## config.mk

```make
export PLATFORM = sky130hd
export DESIGN_NAME = spc_segment_check
export DESIGN_NICKNAME = d
export VERILOG_FILES = /design/src/pkg/spc_pkg.sv /design/src/hdl/spc_segment_check.sv
export VERILOG_INCLUDE_DIRS = /design/src /design/src/pkg
export SDC_FILE = /design/constraint.sdc
export NUM_CORES = 1
export LEC_CHECK = 0
export BUFFER_PORTS_ARGS = -buffer_cell sky130_fd_sc_hd__buf_2
export CAP_MARGIN = 20
export CELL_PAD_IN_SITES_DETAIL_PLACEMENT = 1
export CELL_PAD_IN_SITES_GLOBAL_PLACEMENT = 1
export CORE_ASPECT_RATIO = 1.2
export CORE_MARGIN = 2
export CORE_UTILIZATION = 47
export CTS_BUF_LIST = sky130_fd_sc_hd__clkbuf_4
export DETAILED_ROUTE_END_ITERATION = 10
export MAX_ROUTING_LAYER = met4
export PLACE_DENSITY_LB_ADDON = 0.3
export RECOVER_POWER = 25
export SYNTH_ARGS = -nofsm -noshare
export SYNTH_HDL_FRONTEND = slang
export SYNTH_SLANG_ARGS = --single-unit
```

## constraint.sdc

```tcl
create_clock -name sys_clk -period 4.6 [get_ports sys_clk]
set_input_delay 0.46 -clock sys_clk [delete_from_list [all_inputs] [get_ports sys_clk]]
set_output_delay 0.46 -clock sys_clk [all_outputs]
set_load 0.1 [all_outputs]
```

## src/pkg/spc_cfg.svh

```systemverilog
// Constants for the segment protection checker.
// Assumes nothing; included by bare name.
`ifndef SPC_CFG_SVH
`define SPC_CFG_SVH
`define SPC_NSEG 6
`define SPC_SEG_CS 3'h1
`define SPC_SEG_SS 3'h2
`define SPC_SEG_TEST 3'h7
`define SPC_AB_P 7
`define SPC_AB_DPL_HI 6
`define SPC_AB_DPL_LO 5
`define SPC_AB_S 4
`define SPC_AB_E 3
`define SPC_AB_ED 2
`define SPC_AB_W 1
`define SPC_AB_A 0
`define SPC_D_LIM_HI 15
`define SPC_D_BASE_LO 16
`define SPC_D_BASE_HI 39
`define SPC_D_ACC_LO 40
`define SPC_D_ACC_HI 47
`define SPC_D_LIMX_LO 48
`define SPC_D_LIMX_HI 51
`define SPC_D_G 55
`define SPC_D_BASEX_LO 56
`define SPC_D_UP_LO 48
`define SPC_D_WC_LO 32
`define SPC_D_WC_HI 36
`define SPC_SEL_TI 2
`define SPC_SEL_IDX_LO 3
`define SPC_PAGE_FILL 12'hfff
`define SPC_VEC_NP 8'h0b
`define SPC_VEC_SS 8'h0c
`define SPC_VEC_GP 8'h0d
`define SPC_REG_CTRL 8'h00
`define SPC_REG_STATUS 8'h04
`define SPC_REG_FCNT 8'h08
`define SPC_CTRL_RST 1'b1
`define SPC_RESP_OKAY 2'h0
`define SPC_RESP_SLVERR 2'h2
`endif

```

## src/pkg/spc_pkg.sv

```systemverilog
// Types for the segment protection checker.
// Assumes spc_cfg.svh is on the include path.
`include "spc_cfg.svh"
package spc_pkg;
  typedef enum logic [1:0] {IDLE, FETCH, CHECK} spc_phase_t;
  typedef struct packed {
    logic valid;
    logic [2:0] seg;
    logic [15:0] sel;
    logic viaGate;
  } spc_load_t;
  typedef struct packed {
    logic valid;
    logic table_indicator;
    logic [12:0] index;
  } spc_ref_t;
  typedef struct packed {
    logic valid;
    logic [63:0] data;
  } spc_desc_t;
  typedef struct packed {
    logic done;
    logic fault;
    logic [7:0] vector;
  } spc_lrsp_t;
  typedef struct packed {
    logic valid;
    logic [2:0] seg;
    logic [31:0] offset;
    logic write;
    logic exec;
  } spc_acc_t;
  typedef struct packed {
    logic done;
    logic fault;
    logic [7:0] vector;
    logic [31:0] linear;
  } spc_arsp_t;
  typedef struct packed {
    logic valid;
    logic [4:0] count;
    logic wide;
  } spc_param_t;
  typedef struct packed {
    logic valid;
    logic [15:0] sel;
    logic [31:0] base;
    logic [31:0] limit;
    logic [7:0] access;
  } spc_cache_t;
  typedef struct packed {
    spc_phase_t phase;
    spc_load_t req;
    logic [63:0] desc;
    spc_cache_t [`SPC_NSEG-1:0] cache;
    logic [1:0] current_level;
    spc_lrsp_t lrsp;
    spc_ref_t mark;
    spc_arsp_t arsp;
    spc_param_t param;
    logic checkEn;
    logic [7:0] lastVec;
    logic [31:0] faultCnt;
    logic awHeld;
    logic wHeld;
    logic [7:0] awAddr;
    logic [31:0] wData;
    logic [3:0] wStrb;
    logic bvalid;
    logic [1:0] bresp;
    logic rvalid;
    logic [1:0] rresp;
    logic [31:0] rdata;
  } spc_st_t;
endpackage

```

## src/hdl/spc_segment_check.sv

```systemverilog
// Segment descriptor decode, per-segment descriptor cache and
// privilege checks, with an AXI4-Lite control/status slave.
// Assumes the core runs on sys_clk and answers fetch requests.
// What this block does
// - Not-present descriptor faults access, no base/limit
// - Descriptor level is two-bit level 0..3
// - Access byte: present 7, level 6:5, class 4
// - Class 1 code/data, class 0 system/gate
// - Data bit 2 picks expand up/down limit test
// - Data writes refused when writeable bit clear
// - Conforming code: current >= descriptor, level kept
// - Code data-reads refused when readable bit clear
// - Accessed bit set on load or selector test
// - Granularity picks byte or page limit
// - Native and legacy system descriptor formats
// - Gate word count, 16- or 32-bit items
// - Selector split: table, index, requestor level
// - Segment load fetches 8-byte descriptor into cache
// - Cache changes only on segment reload
// - Four levels, zero most privileged
// - Data access needs current <= effective level
// - Call needs current >= code segment level
// - Current level changes only via gate transfer
// - Requestor level is selector bits 1:0
// - Index is selector upper 13 bits
// - Effective level is max of requestor, descriptor
// - Current level copied to code selector low bits, not for conforming
`timescale 1ns/1ps
`default_nettype none
`include "spc_cfg.svh"
module spc_segment_check (
  input wire logic sys_clk,
  input wire logic rst_n,
  input wire logic [7:0] s_axi_awaddr,
  input wire logic s_axi_awvalid,
  output logic s_axi_awready,
  input wire logic [31:0] s_axi_wdata,
  input wire logic [3:0] s_axi_wstrb,
  input wire logic s_axi_wvalid,
  output logic s_axi_wready,
  output logic [1:0] s_axi_bresp,
  output logic s_axi_bvalid,
  input wire logic s_axi_bready,
  input wire logic [7:0] s_axi_araddr,
  input wire logic s_axi_arvalid,
  output logic s_axi_arready,
  output logic [31:0] s_axi_rdata,
  output logic [1:0] s_axi_rresp,
  output logic s_axi_rvalid,
  input wire logic s_axi_rready,
  input wire spc_pkg::spc_load_t loadReq,
  output logic loadReady,
  output spc_pkg::spc_ref_t fetchReq,
  input wire spc_pkg::spc_desc_t fetchRsp,
  output spc_pkg::spc_lrsp_t loadRsp,
  output spc_pkg::spc_ref_t markOut,
  input wire spc_pkg::spc_acc_t accReq,
  output spc_pkg::spc_arsp_t accRsp,
  input wire spc_pkg::spc_desc_t gateIn,
  output spc_pkg::spc_param_t paramOut,
  output logic [1:0] currentLevel
);
  spc_pkg::spc_st_t st;
  spc_pkg::spc_st_t next_st;

  // Descriptor decode of the latched fetch
  logic [7:0] dAcc;
  logic dP, dS, dE, dBit2, dBit1, dLegacy;
  logic [1:0] dLevel, reqLevel, effLevel, cur;
  logic [19:0] dRawLim;
  logic [31:0] dBase, dLimit;
  logic loadOk, csLoad, inPlace;
  logic [7:0] loadVec;
  logic [1:0] newLevel;
  always_comb begin
    dAcc = st.desc[`SPC_D_ACC_HI:`SPC_D_ACC_LO];
    dP = dAcc[`SPC_AB_P];
    dLevel = dAcc[`SPC_AB_DPL_HI:`SPC_AB_DPL_LO];
    dS = dAcc[`SPC_AB_S];
    dE = dAcc[`SPC_AB_E];
    dBit2 = dAcc[`SPC_AB_ED];
    dBit1 = dAcc[`SPC_AB_W];
    // Legacy system format has zero upper word
    dLegacy = !dS && (st.desc[63:`SPC_D_UP_LO] == 16'h0000);
    dBase[23:0] = st.desc[`SPC_D_BASE_HI:`SPC_D_BASE_LO];
    dBase[31:24] = dLegacy ? 8'h00 : st.desc[63:`SPC_D_BASEX_LO];
    dRawLim[15:0] = st.desc[`SPC_D_LIM_HI:0];
    dRawLim[19:16] = dLegacy ? 4'h0 : st.desc[`SPC_D_LIMX_HI:`SPC_D_LIMX_LO];
    // Page granular limit fills the low page offset
    if (st.desc[`SPC_D_G] && !dLegacy)
      dLimit = {dRawLim, `SPC_PAGE_FILL};
    else
      dLimit = {12'h000, dRawLim};
    reqLevel = st.req.sel[1:0];
    effLevel = (reqLevel > dLevel) ? reqLevel : dLevel;
    cur = st.current_level;
    csLoad = (st.req.seg == `SPC_SEG_CS);
    newLevel = cur;
    loadOk = 1'b0;
    loadVec = `SPC_VEC_GP;
    if (!dP) begin
      // Not present: nothing else of the descriptor is trusted
      loadVec = (st.req.seg == `SPC_SEG_SS) ? `SPC_VEC_SS : `SPC_VEC_NP;
    end else if (st.req.seg == `SPC_SEG_TEST) begin
      loadOk = 1'b1;
    end else if (csLoad) begin
      if (dS && dE) begin
        if (dBit2) begin
          loadOk = (cur >= dLevel);
        end else if (st.req.viaGate) begin
          loadOk = (cur >= dLevel);
          // Level only moves inward: no return path is modelled
          newLevel = dLevel;
        end else begin
          loadOk = (dLevel == cur);
        end
      end
    end else if (st.req.seg == `SPC_SEG_SS) begin
      loadOk = dS && !dE && dBit1 && (dLevel == cur) && (reqLevel == cur);
    end else begin
      // Data or readable code; conforming code skips the level test
      loadOk = dS && (!dE || dBit1) && ((dE && dBit2) || (effLevel >= cur));
    end
    inPlace = (st.req.seg != `SPC_SEG_TEST);
  end

  // Access check against the cached descriptor
  spc_pkg::spc_cache_t ent;
  logic accNp, accTypeBad, accLimBad;
  always_comb begin
    ent = st.cache[accReq.seg];
    accNp = !ent.valid || !ent.access[`SPC_AB_P];
    accTypeBad = 1'b0;
    if (ent.access[`SPC_AB_E]) begin
      // Code: no writes, data reads only if readable
      accTypeBad = accReq.write || (!accReq.exec && !ent.access[`SPC_AB_W]);
    end else begin
      // Data: writes need writeable, never executed
      accTypeBad = accReq.exec || (accReq.write && !ent.access[`SPC_AB_W]);
    end
    if (!ent.access[`SPC_AB_E] && ent.access[`SPC_AB_ED])
      accLimBad = (accReq.offset <= ent.limit);
    else
      accLimBad = (accReq.offset > ent.limit);
  end

  logic wrFire, rdFire, wrMapped, faultEvt, fcntClr;
  always_comb begin
    next_st = st;
    loadReady = (st.phase == spc_pkg::IDLE);
    next_st.lrsp.done = 1'b0;
    next_st.mark.valid = 1'b0;
    next_st.arsp.done = 1'b0;
    next_st.param.valid = 1'b0;
    faultEvt = 1'b0;
    unique case (st.phase)
      spc_pkg::IDLE: begin
        if (loadReq.valid) begin
          next_st.req = loadReq;
          next_st.phase = spc_pkg::FETCH;
        end
      end
      spc_pkg::FETCH: begin
        if (fetchRsp.valid) begin
          next_st.desc = fetchRsp.data;
          next_st.phase = spc_pkg::CHECK;
        end
      end
      spc_pkg::CHECK: begin
        next_st.phase = spc_pkg::IDLE;
        next_st.lrsp.done = 1'b1;
        next_st.lrsp.fault = !loadOk;
        next_st.lrsp.vector = loadOk ? 8'h00 : loadVec;
        faultEvt = !loadOk;
        if (loadOk) begin
          // Write-back of the accessed bit to the table
          next_st.mark.valid = 1'b1;
          next_st.mark.table_indicator = st.req.sel[`SPC_SEL_TI];
          next_st.mark.index = st.req.sel[15:`SPC_SEL_IDX_LO];
          if (inPlace) begin
            // Only a reload refreshes an entry
            next_st.cache[st.req.seg].valid = 1'b1;
            next_st.cache[st.req.seg].sel = st.req.sel;
            next_st.cache[st.req.seg].base = dBase;
            next_st.cache[st.req.seg].limit = dLimit;
            next_st.cache[st.req.seg].access = dAcc | 8'h01;
          end
          if (csLoad && !(dE && dBit2)) begin
            // Code selector low bits carry the current level
            next_st.current_level = newLevel;
            next_st.cache[`SPC_SEG_CS].sel[1:0] = newLevel;
          end
        end
      end
      default: next_st.phase = spc_pkg::IDLE;
    endcase

    if (accReq.valid) begin
      next_st.arsp.done = 1'b1;
      next_st.arsp.fault = 1'b0;
      next_st.arsp.vector = 8'h00;
      next_st.arsp.linear = 32'h0000_0000;
      if (accNp) begin
        next_st.arsp.fault = 1'b1;
        next_st.arsp.vector = (accReq.seg == `SPC_SEG_SS) ? `SPC_VEC_SS : `SPC_VEC_NP;
      end else if (st.checkEn && (accTypeBad || accLimBad)) begin
        next_st.arsp.fault = 1'b1;
        next_st.arsp.vector = `SPC_VEC_GP;
      end else begin
        next_st.arsp.linear = ent.base + accReq.offset;
      end
      faultEvt = faultEvt || next_st.arsp.fault;
    end

    if (gateIn.valid) begin
      next_st.param.valid = 1'b1;
      next_st.param.count = gateIn.data[`SPC_D_WC_HI:`SPC_D_WC_LO];
      next_st.param.wide = (gateIn.data[63:`SPC_D_UP_LO] != 16'h0000);
    end

    // AXI4-Lite slave: address and data may come in either order
    s_axi_awready = !st.awHeld && !st.bvalid;
    s_axi_wready = !st.wHeld && !st.bvalid;
    s_axi_arready = !st.rvalid;
    if (s_axi_awvalid && s_axi_awready) begin
      next_st.awHeld = 1'b1;
      next_st.awAddr = s_axi_awaddr;
    end
    if (s_axi_wvalid && s_axi_wready) begin
      next_st.wHeld = 1'b1;
      next_st.wData = s_axi_wdata;
      next_st.wStrb = s_axi_wstrb;
    end
    wrFire = st.awHeld && st.wHeld && !st.bvalid;
    wrMapped = (st.awAddr == `SPC_REG_CTRL) || (st.awAddr == `SPC_REG_STATUS) ||
               (st.awAddr == `SPC_REG_FCNT);
    fcntClr = wrFire && (st.awAddr == `SPC_REG_FCNT) && st.wStrb[0];
    if (wrFire) begin
      next_st.awHeld = 1'b0;
      next_st.wHeld = 1'b0;
      next_st.bvalid = 1'b1;
      next_st.bresp = wrMapped ? `SPC_RESP_OKAY : `SPC_RESP_SLVERR;
      if (st.awAddr == `SPC_REG_CTRL && st.wStrb[0])
        next_st.checkEn = st.wData[0];
    end
    if (st.bvalid && s_axi_bready)
      next_st.bvalid = 1'b0;
    // A fault in the clearing cycle still counts
    if (faultEvt) begin
      next_st.faultCnt = fcntClr ? 32'h0000_0001 : st.faultCnt + 32'h0000_0001;
      // Access flags hold stale values when no access ran this cycle
      next_st.lastVec = (accReq.valid && next_st.arsp.fault) ? next_st.arsp.vector :
                        next_st.lrsp.vector;
    end else if (fcntClr) begin
      next_st.faultCnt = 32'h0000_0000;
    end
    rdFire = s_axi_arvalid && s_axi_arready;
    if (rdFire) begin
      next_st.rvalid = 1'b1;
      next_st.rresp = `SPC_RESP_OKAY;
      unique case (s_axi_araddr)
        `SPC_REG_CTRL: next_st.rdata = {31'h0, st.checkEn};
        `SPC_REG_STATUS: next_st.rdata = {15'h0, loadReady == 1'b0, st.lastVec, 6'h0,
                                          st.current_level};
        `SPC_REG_FCNT: next_st.rdata = st.faultCnt;
        default: begin
          next_st.rdata = 32'h0000_0000;
          next_st.rresp = `SPC_RESP_SLVERR;
        end
      endcase
    end else if (st.rvalid && s_axi_rready) begin
      next_st.rvalid = 1'b0;
    end
  end

  always_ff @(posedge sys_clk or negedge rst_n) begin
    if (!rst_n) begin
      st <= '0;
      st.checkEn <= `SPC_CTRL_RST;
    end else begin
      st <= next_st;
    end
  end

  // Fetch reference from the latched selector
  assign fetchReq.valid = (st.phase == spc_pkg::FETCH);
  assign fetchReq.table_indicator = st.req.sel[`SPC_SEL_TI];
  assign fetchReq.index = st.req.sel[15:`SPC_SEL_IDX_LO];
  assign loadRsp = st.lrsp;
  assign markOut = st.mark;
  assign accRsp = st.arsp;
  assign paramOut = st.param;
  assign currentLevel = st.current_level;
  assign s_axi_bvalid = st.bvalid;
  assign s_axi_bresp = st.bresp;
  assign s_axi_rvalid = st.rvalid;
  assign s_axi_rresp = st.rresp;
  assign s_axi_rdata = st.rdata;

  // One load touches only its own entry
  for (genvar g = 0; g < `SPC_NSEG; g++) begin : g_keep

  end
endmodule
`default_nettype wire

```

==> results.py <==
metrics = {
    "power": {
        "ir_drop_mv": 0.5183,
        "total_leakage_power_nw": 18.54,
        "power_density_nw_per_um2": 553.9,
    },
    "clock_network": {
        "cts_root_buf": "clkbuf_4",
        "clk_pin_slew_worst_paths_ns": 0.06,
        "cts_tree": "done",
        "cts_inserted_buffers": 170,
        "clkSinkCount": 661,
        "clockBufferDepth": 3,
        "clk_latency_ns": 1.04,
        "cts.htree.levels": 4,
    },
    "synth": {
        "syn_inst": 3163,
        "synth_edf_count": 0,
        "synthFlopType": "dfrtp_1",
        "synth_top_area_cell": "dfrtp_1",
        "synth_seq_area_share_pct": 52.39,
        "yosys_warnings": 0,
        "synth_area_um2": 31570,
        "ys_ff_latch": 661,
        "synth_cell_type_count": 70,
        "avgSynthCellArea_um2": 9.982,
        "synth.top_cell.area_share_pct": 52.31,
        "ys_async_sr_fraction_pct": 100.0,
        "synth_area_leaders": "dfrtp_1 (52%), nand2_1 (11%), mux2_2 (4.6%)",
    },
    "die": {
        "ios": 381,
        "coreArea_um2": 66750,
        "die_y_um": 287.9,
        "die_w_um": 240.6,
        "core.rowCount": 104,
        "die_area_um2": 69270,
        "initial_utilization_pct": 47.30,
    },
    "layout": {
        "final_common_cell": "nand2_1",
        "n_fill_cell": 7558,
        "area_delta_synth_final_pct": 18.23,
        "final_util_pct": 55.92,
        "final_cell_mix": "nand2_1 (911), dfrtp_1 (660), buf_2 (293)",
        "regArea_um2": 16540,
        "final_nets": 3916,
        "multiInputGateArea_um2": 13270,
        "drive_gt1_share_pct": 24.46,
    },
    "global_routing": {
        "grt_pass1_vias": 29069,
        "grt_usage_pct": 31.48,
        "grt_use_met3_pct": 6.146,
        "grt_util_met2_pct": 53.02,
        "grt_max_degree": 115,
        "grt_pass1_wl_um": 161900,
        "grt.busiest_layer": "met2",
        "grtUsageMet1_pct": 35.71,
        "gr-total-overflow": 0,
        "antenna_found_initial": 10,
    },
    "detailed_routing": {
        "ant_nets": 0,
        "via_count": 25832,
        "drtPass1Iterations": 5,
        "avgRoutedWirePerCell_um": 22.34,
        "drc_errors": 0,
        "drt_iter0_drc": 1385,
        "vias_per_cell": 5.570,
        "drt-total-wl_um": 103600,
    },
    "hold_path": {
        "hold_path_class": "input port to flop",
    },
    "sta": {
        "setup_viol": 0,
        "finalHoldViolations": 0,
        "skew_ns": 0.09613,
        "slew_violations": 187,
        "totalNegativeSetupSlack_ns": 0,
        "period_needed_ns": 4.413,
        "rsz0062_at_grt": "no",
        "setup_slack_ns": 0.1871,
        "period_share_pct": 95.93,
        "tightest_slew_ns": 3.068,
        "fmax_ghz": 0.2266,
        "maxSlewHeadroom_pct": -104.6,
    },
    "setup_path": {
        "end_kind": "flop",
        "cp-start-kind": "flop",
        "crit_required_ns": 5.50,
        "critPathKind": "flop to flop",
        "worstPathArrival_ns": 5.31,
        "crit_fanout": 40,
    },
    "flow_run": {
        "drv_cap": 3,
    },
    "placement": {
        "place.port_buffers": 297,
        "dp_hpwl_um": 69280,
        "place_congestion": 0.9053,
        "detailedPlace.worstSlack_ns": -0.2079,
    },
    "run_status": {
        "failed_checks": "max-capacitance violations, max-slew violations",
        "status": "complete, but fails checks",
    },
}
[worst max-delay path, stage by stage (launching register included)]
cell       delay, ns
dfrtp_1         0.37
mux4_2          0.46
a21oi_1         0.18
ha_1            0.27
a21o_1          0.18
a221o_1         0.35
a221o_1         0.39
a2111oi_4       0.29
buf_4           0.18
a21oi_2         0.05
o2111a_1        0.29
o32a_2          0.42
buf_12          0.18
or4_1           0.51
a21oi_1         0.17
[per-layer routing]
layer	wire length (um)	vias up
li1	-	11637
met1	40810	13153
met2	52580	774
met3	5405	268
met4	4832	0
met5	0	-
[synthesized netlist by cell type, drive strengths merged, types with 3 or more instances]
cell type / number
o2111a: 3
and2: 23
xor2: 5
a22oi: 10
nor2: 101
o21ai: 285
a221oi: 5
clkbuf: 151
o31ai: 14
and3: 14
mux4: 65
a211oi: 3
xnor2: 24
or2: 5
mux2: 130
o211ai: 16
nand2b: 29
o21bai: 3
a22o: 14
dfrtp: 660
a21oi: 89
a21o: 23
o41ai: 5
o2bb2ai: 3
nor4: 10
o311ai: 3
o21a: 9
nand3: 54
nor3: 16
and4: 3
or4: 22
nand2: 912
mux2i: 82
ha: 71
nor2b: 17
o32ai: 3
a221o: 3
or3: 12
buf: 157
a31oi: 8
nand4: 20
inv: 48
o22ai: 3
[report_power, final]
group / internal, mW / total [mW] / switching [mW]
sequential: 7.46 / 8.95 / 1.49
clock: 2.68 / 5.24 / 2.57
combinational: 2.32 / 6.48 / 4.16
[logic make-up (layout without fill, tap and decap cells)]
kind of cell / Yosys count / after routing / share of synthesized area (%)
buffers and inverters: 357 / 918 / 5.821
and+or+nand+nor: 1248 / 1248 / 16.61
xor gates and xnor gates: 29 / 29 / 0.8045
AOI/OAI and AO/OA: 518 / 518 / 9.606
other: 1 / 14 / 0.01188
muxes: 277 / 277 / 11.87
DFF: 661 / 661 / 52.39
adders and majority gates: 72 / 72 / 2.877
[final cells by class]
| type | count | area share [%] |
|---|---|---|
| Clock buffer | 238 | 4.786 |
| Tap cell | 901 | 3.020 |
| Clock inverter | 63 | 1.079 |
| Sequential cell | 661 | 44.31 |
| Inverter | 49 | 0.4927 |
| Antenna cell | 12 | 0.08044 |
| Timing Repair Buffer | 568 | 10.69 |
| Multi-Input combinational cell | 2146 | 35.54 |
[metrics by stage]
step                hold slack (ns)  total power, mW  cell area (um2)  cells
finish                       0.1233            20.68            37330   4638
global route                0.05496            21.88            37320   4636
CTS                         0.02871            20.66            37330   4625
detailed placement           0.4517            15.22            33880   4198
global placement             0.4475            14.72            33880   4198
floorplan                    0.1644            13.23            31650   3164
[registers in the layout, indices dropped and copies added, names as in the netlist, 7 cells and up]
signal,flops
paramOut,7
s_axi_rdata,32
dAcc,7
dBase,24
st,486
loadRsp,10
markOut,15
dRawLim,16
accRsp,42
fetchReq,14
[final timing paths]
path	end	startpoint	cells after the start	slack, ns
setup / recovery	st[115]	st[494]	14	0.19
hold / removal	accRsp[0]	accReq[2]	4	0.12
setup reg to reg	st[115]	st[494]	14	0.19
hold reg to reg	s_axi_rdata[2]	s_axi_rdata[2]	2	0.46
max in group asynchronous	accRsp[3]	rst_n	3	0.84
min in group asynchronous	s_axi_bresp[1]	rst_n	2	0.99
[timing repair]
item / in CTS / in global routing
resized for setup: 0 / 1
endpoints found under the setup margin: 0 / 2
buffers inserted: 0 / 0
hold buffers: 126 / 0
endpoints found under the hold margin: 234 / 0
No activity file was read; power rests on OpenSTA's default activity.
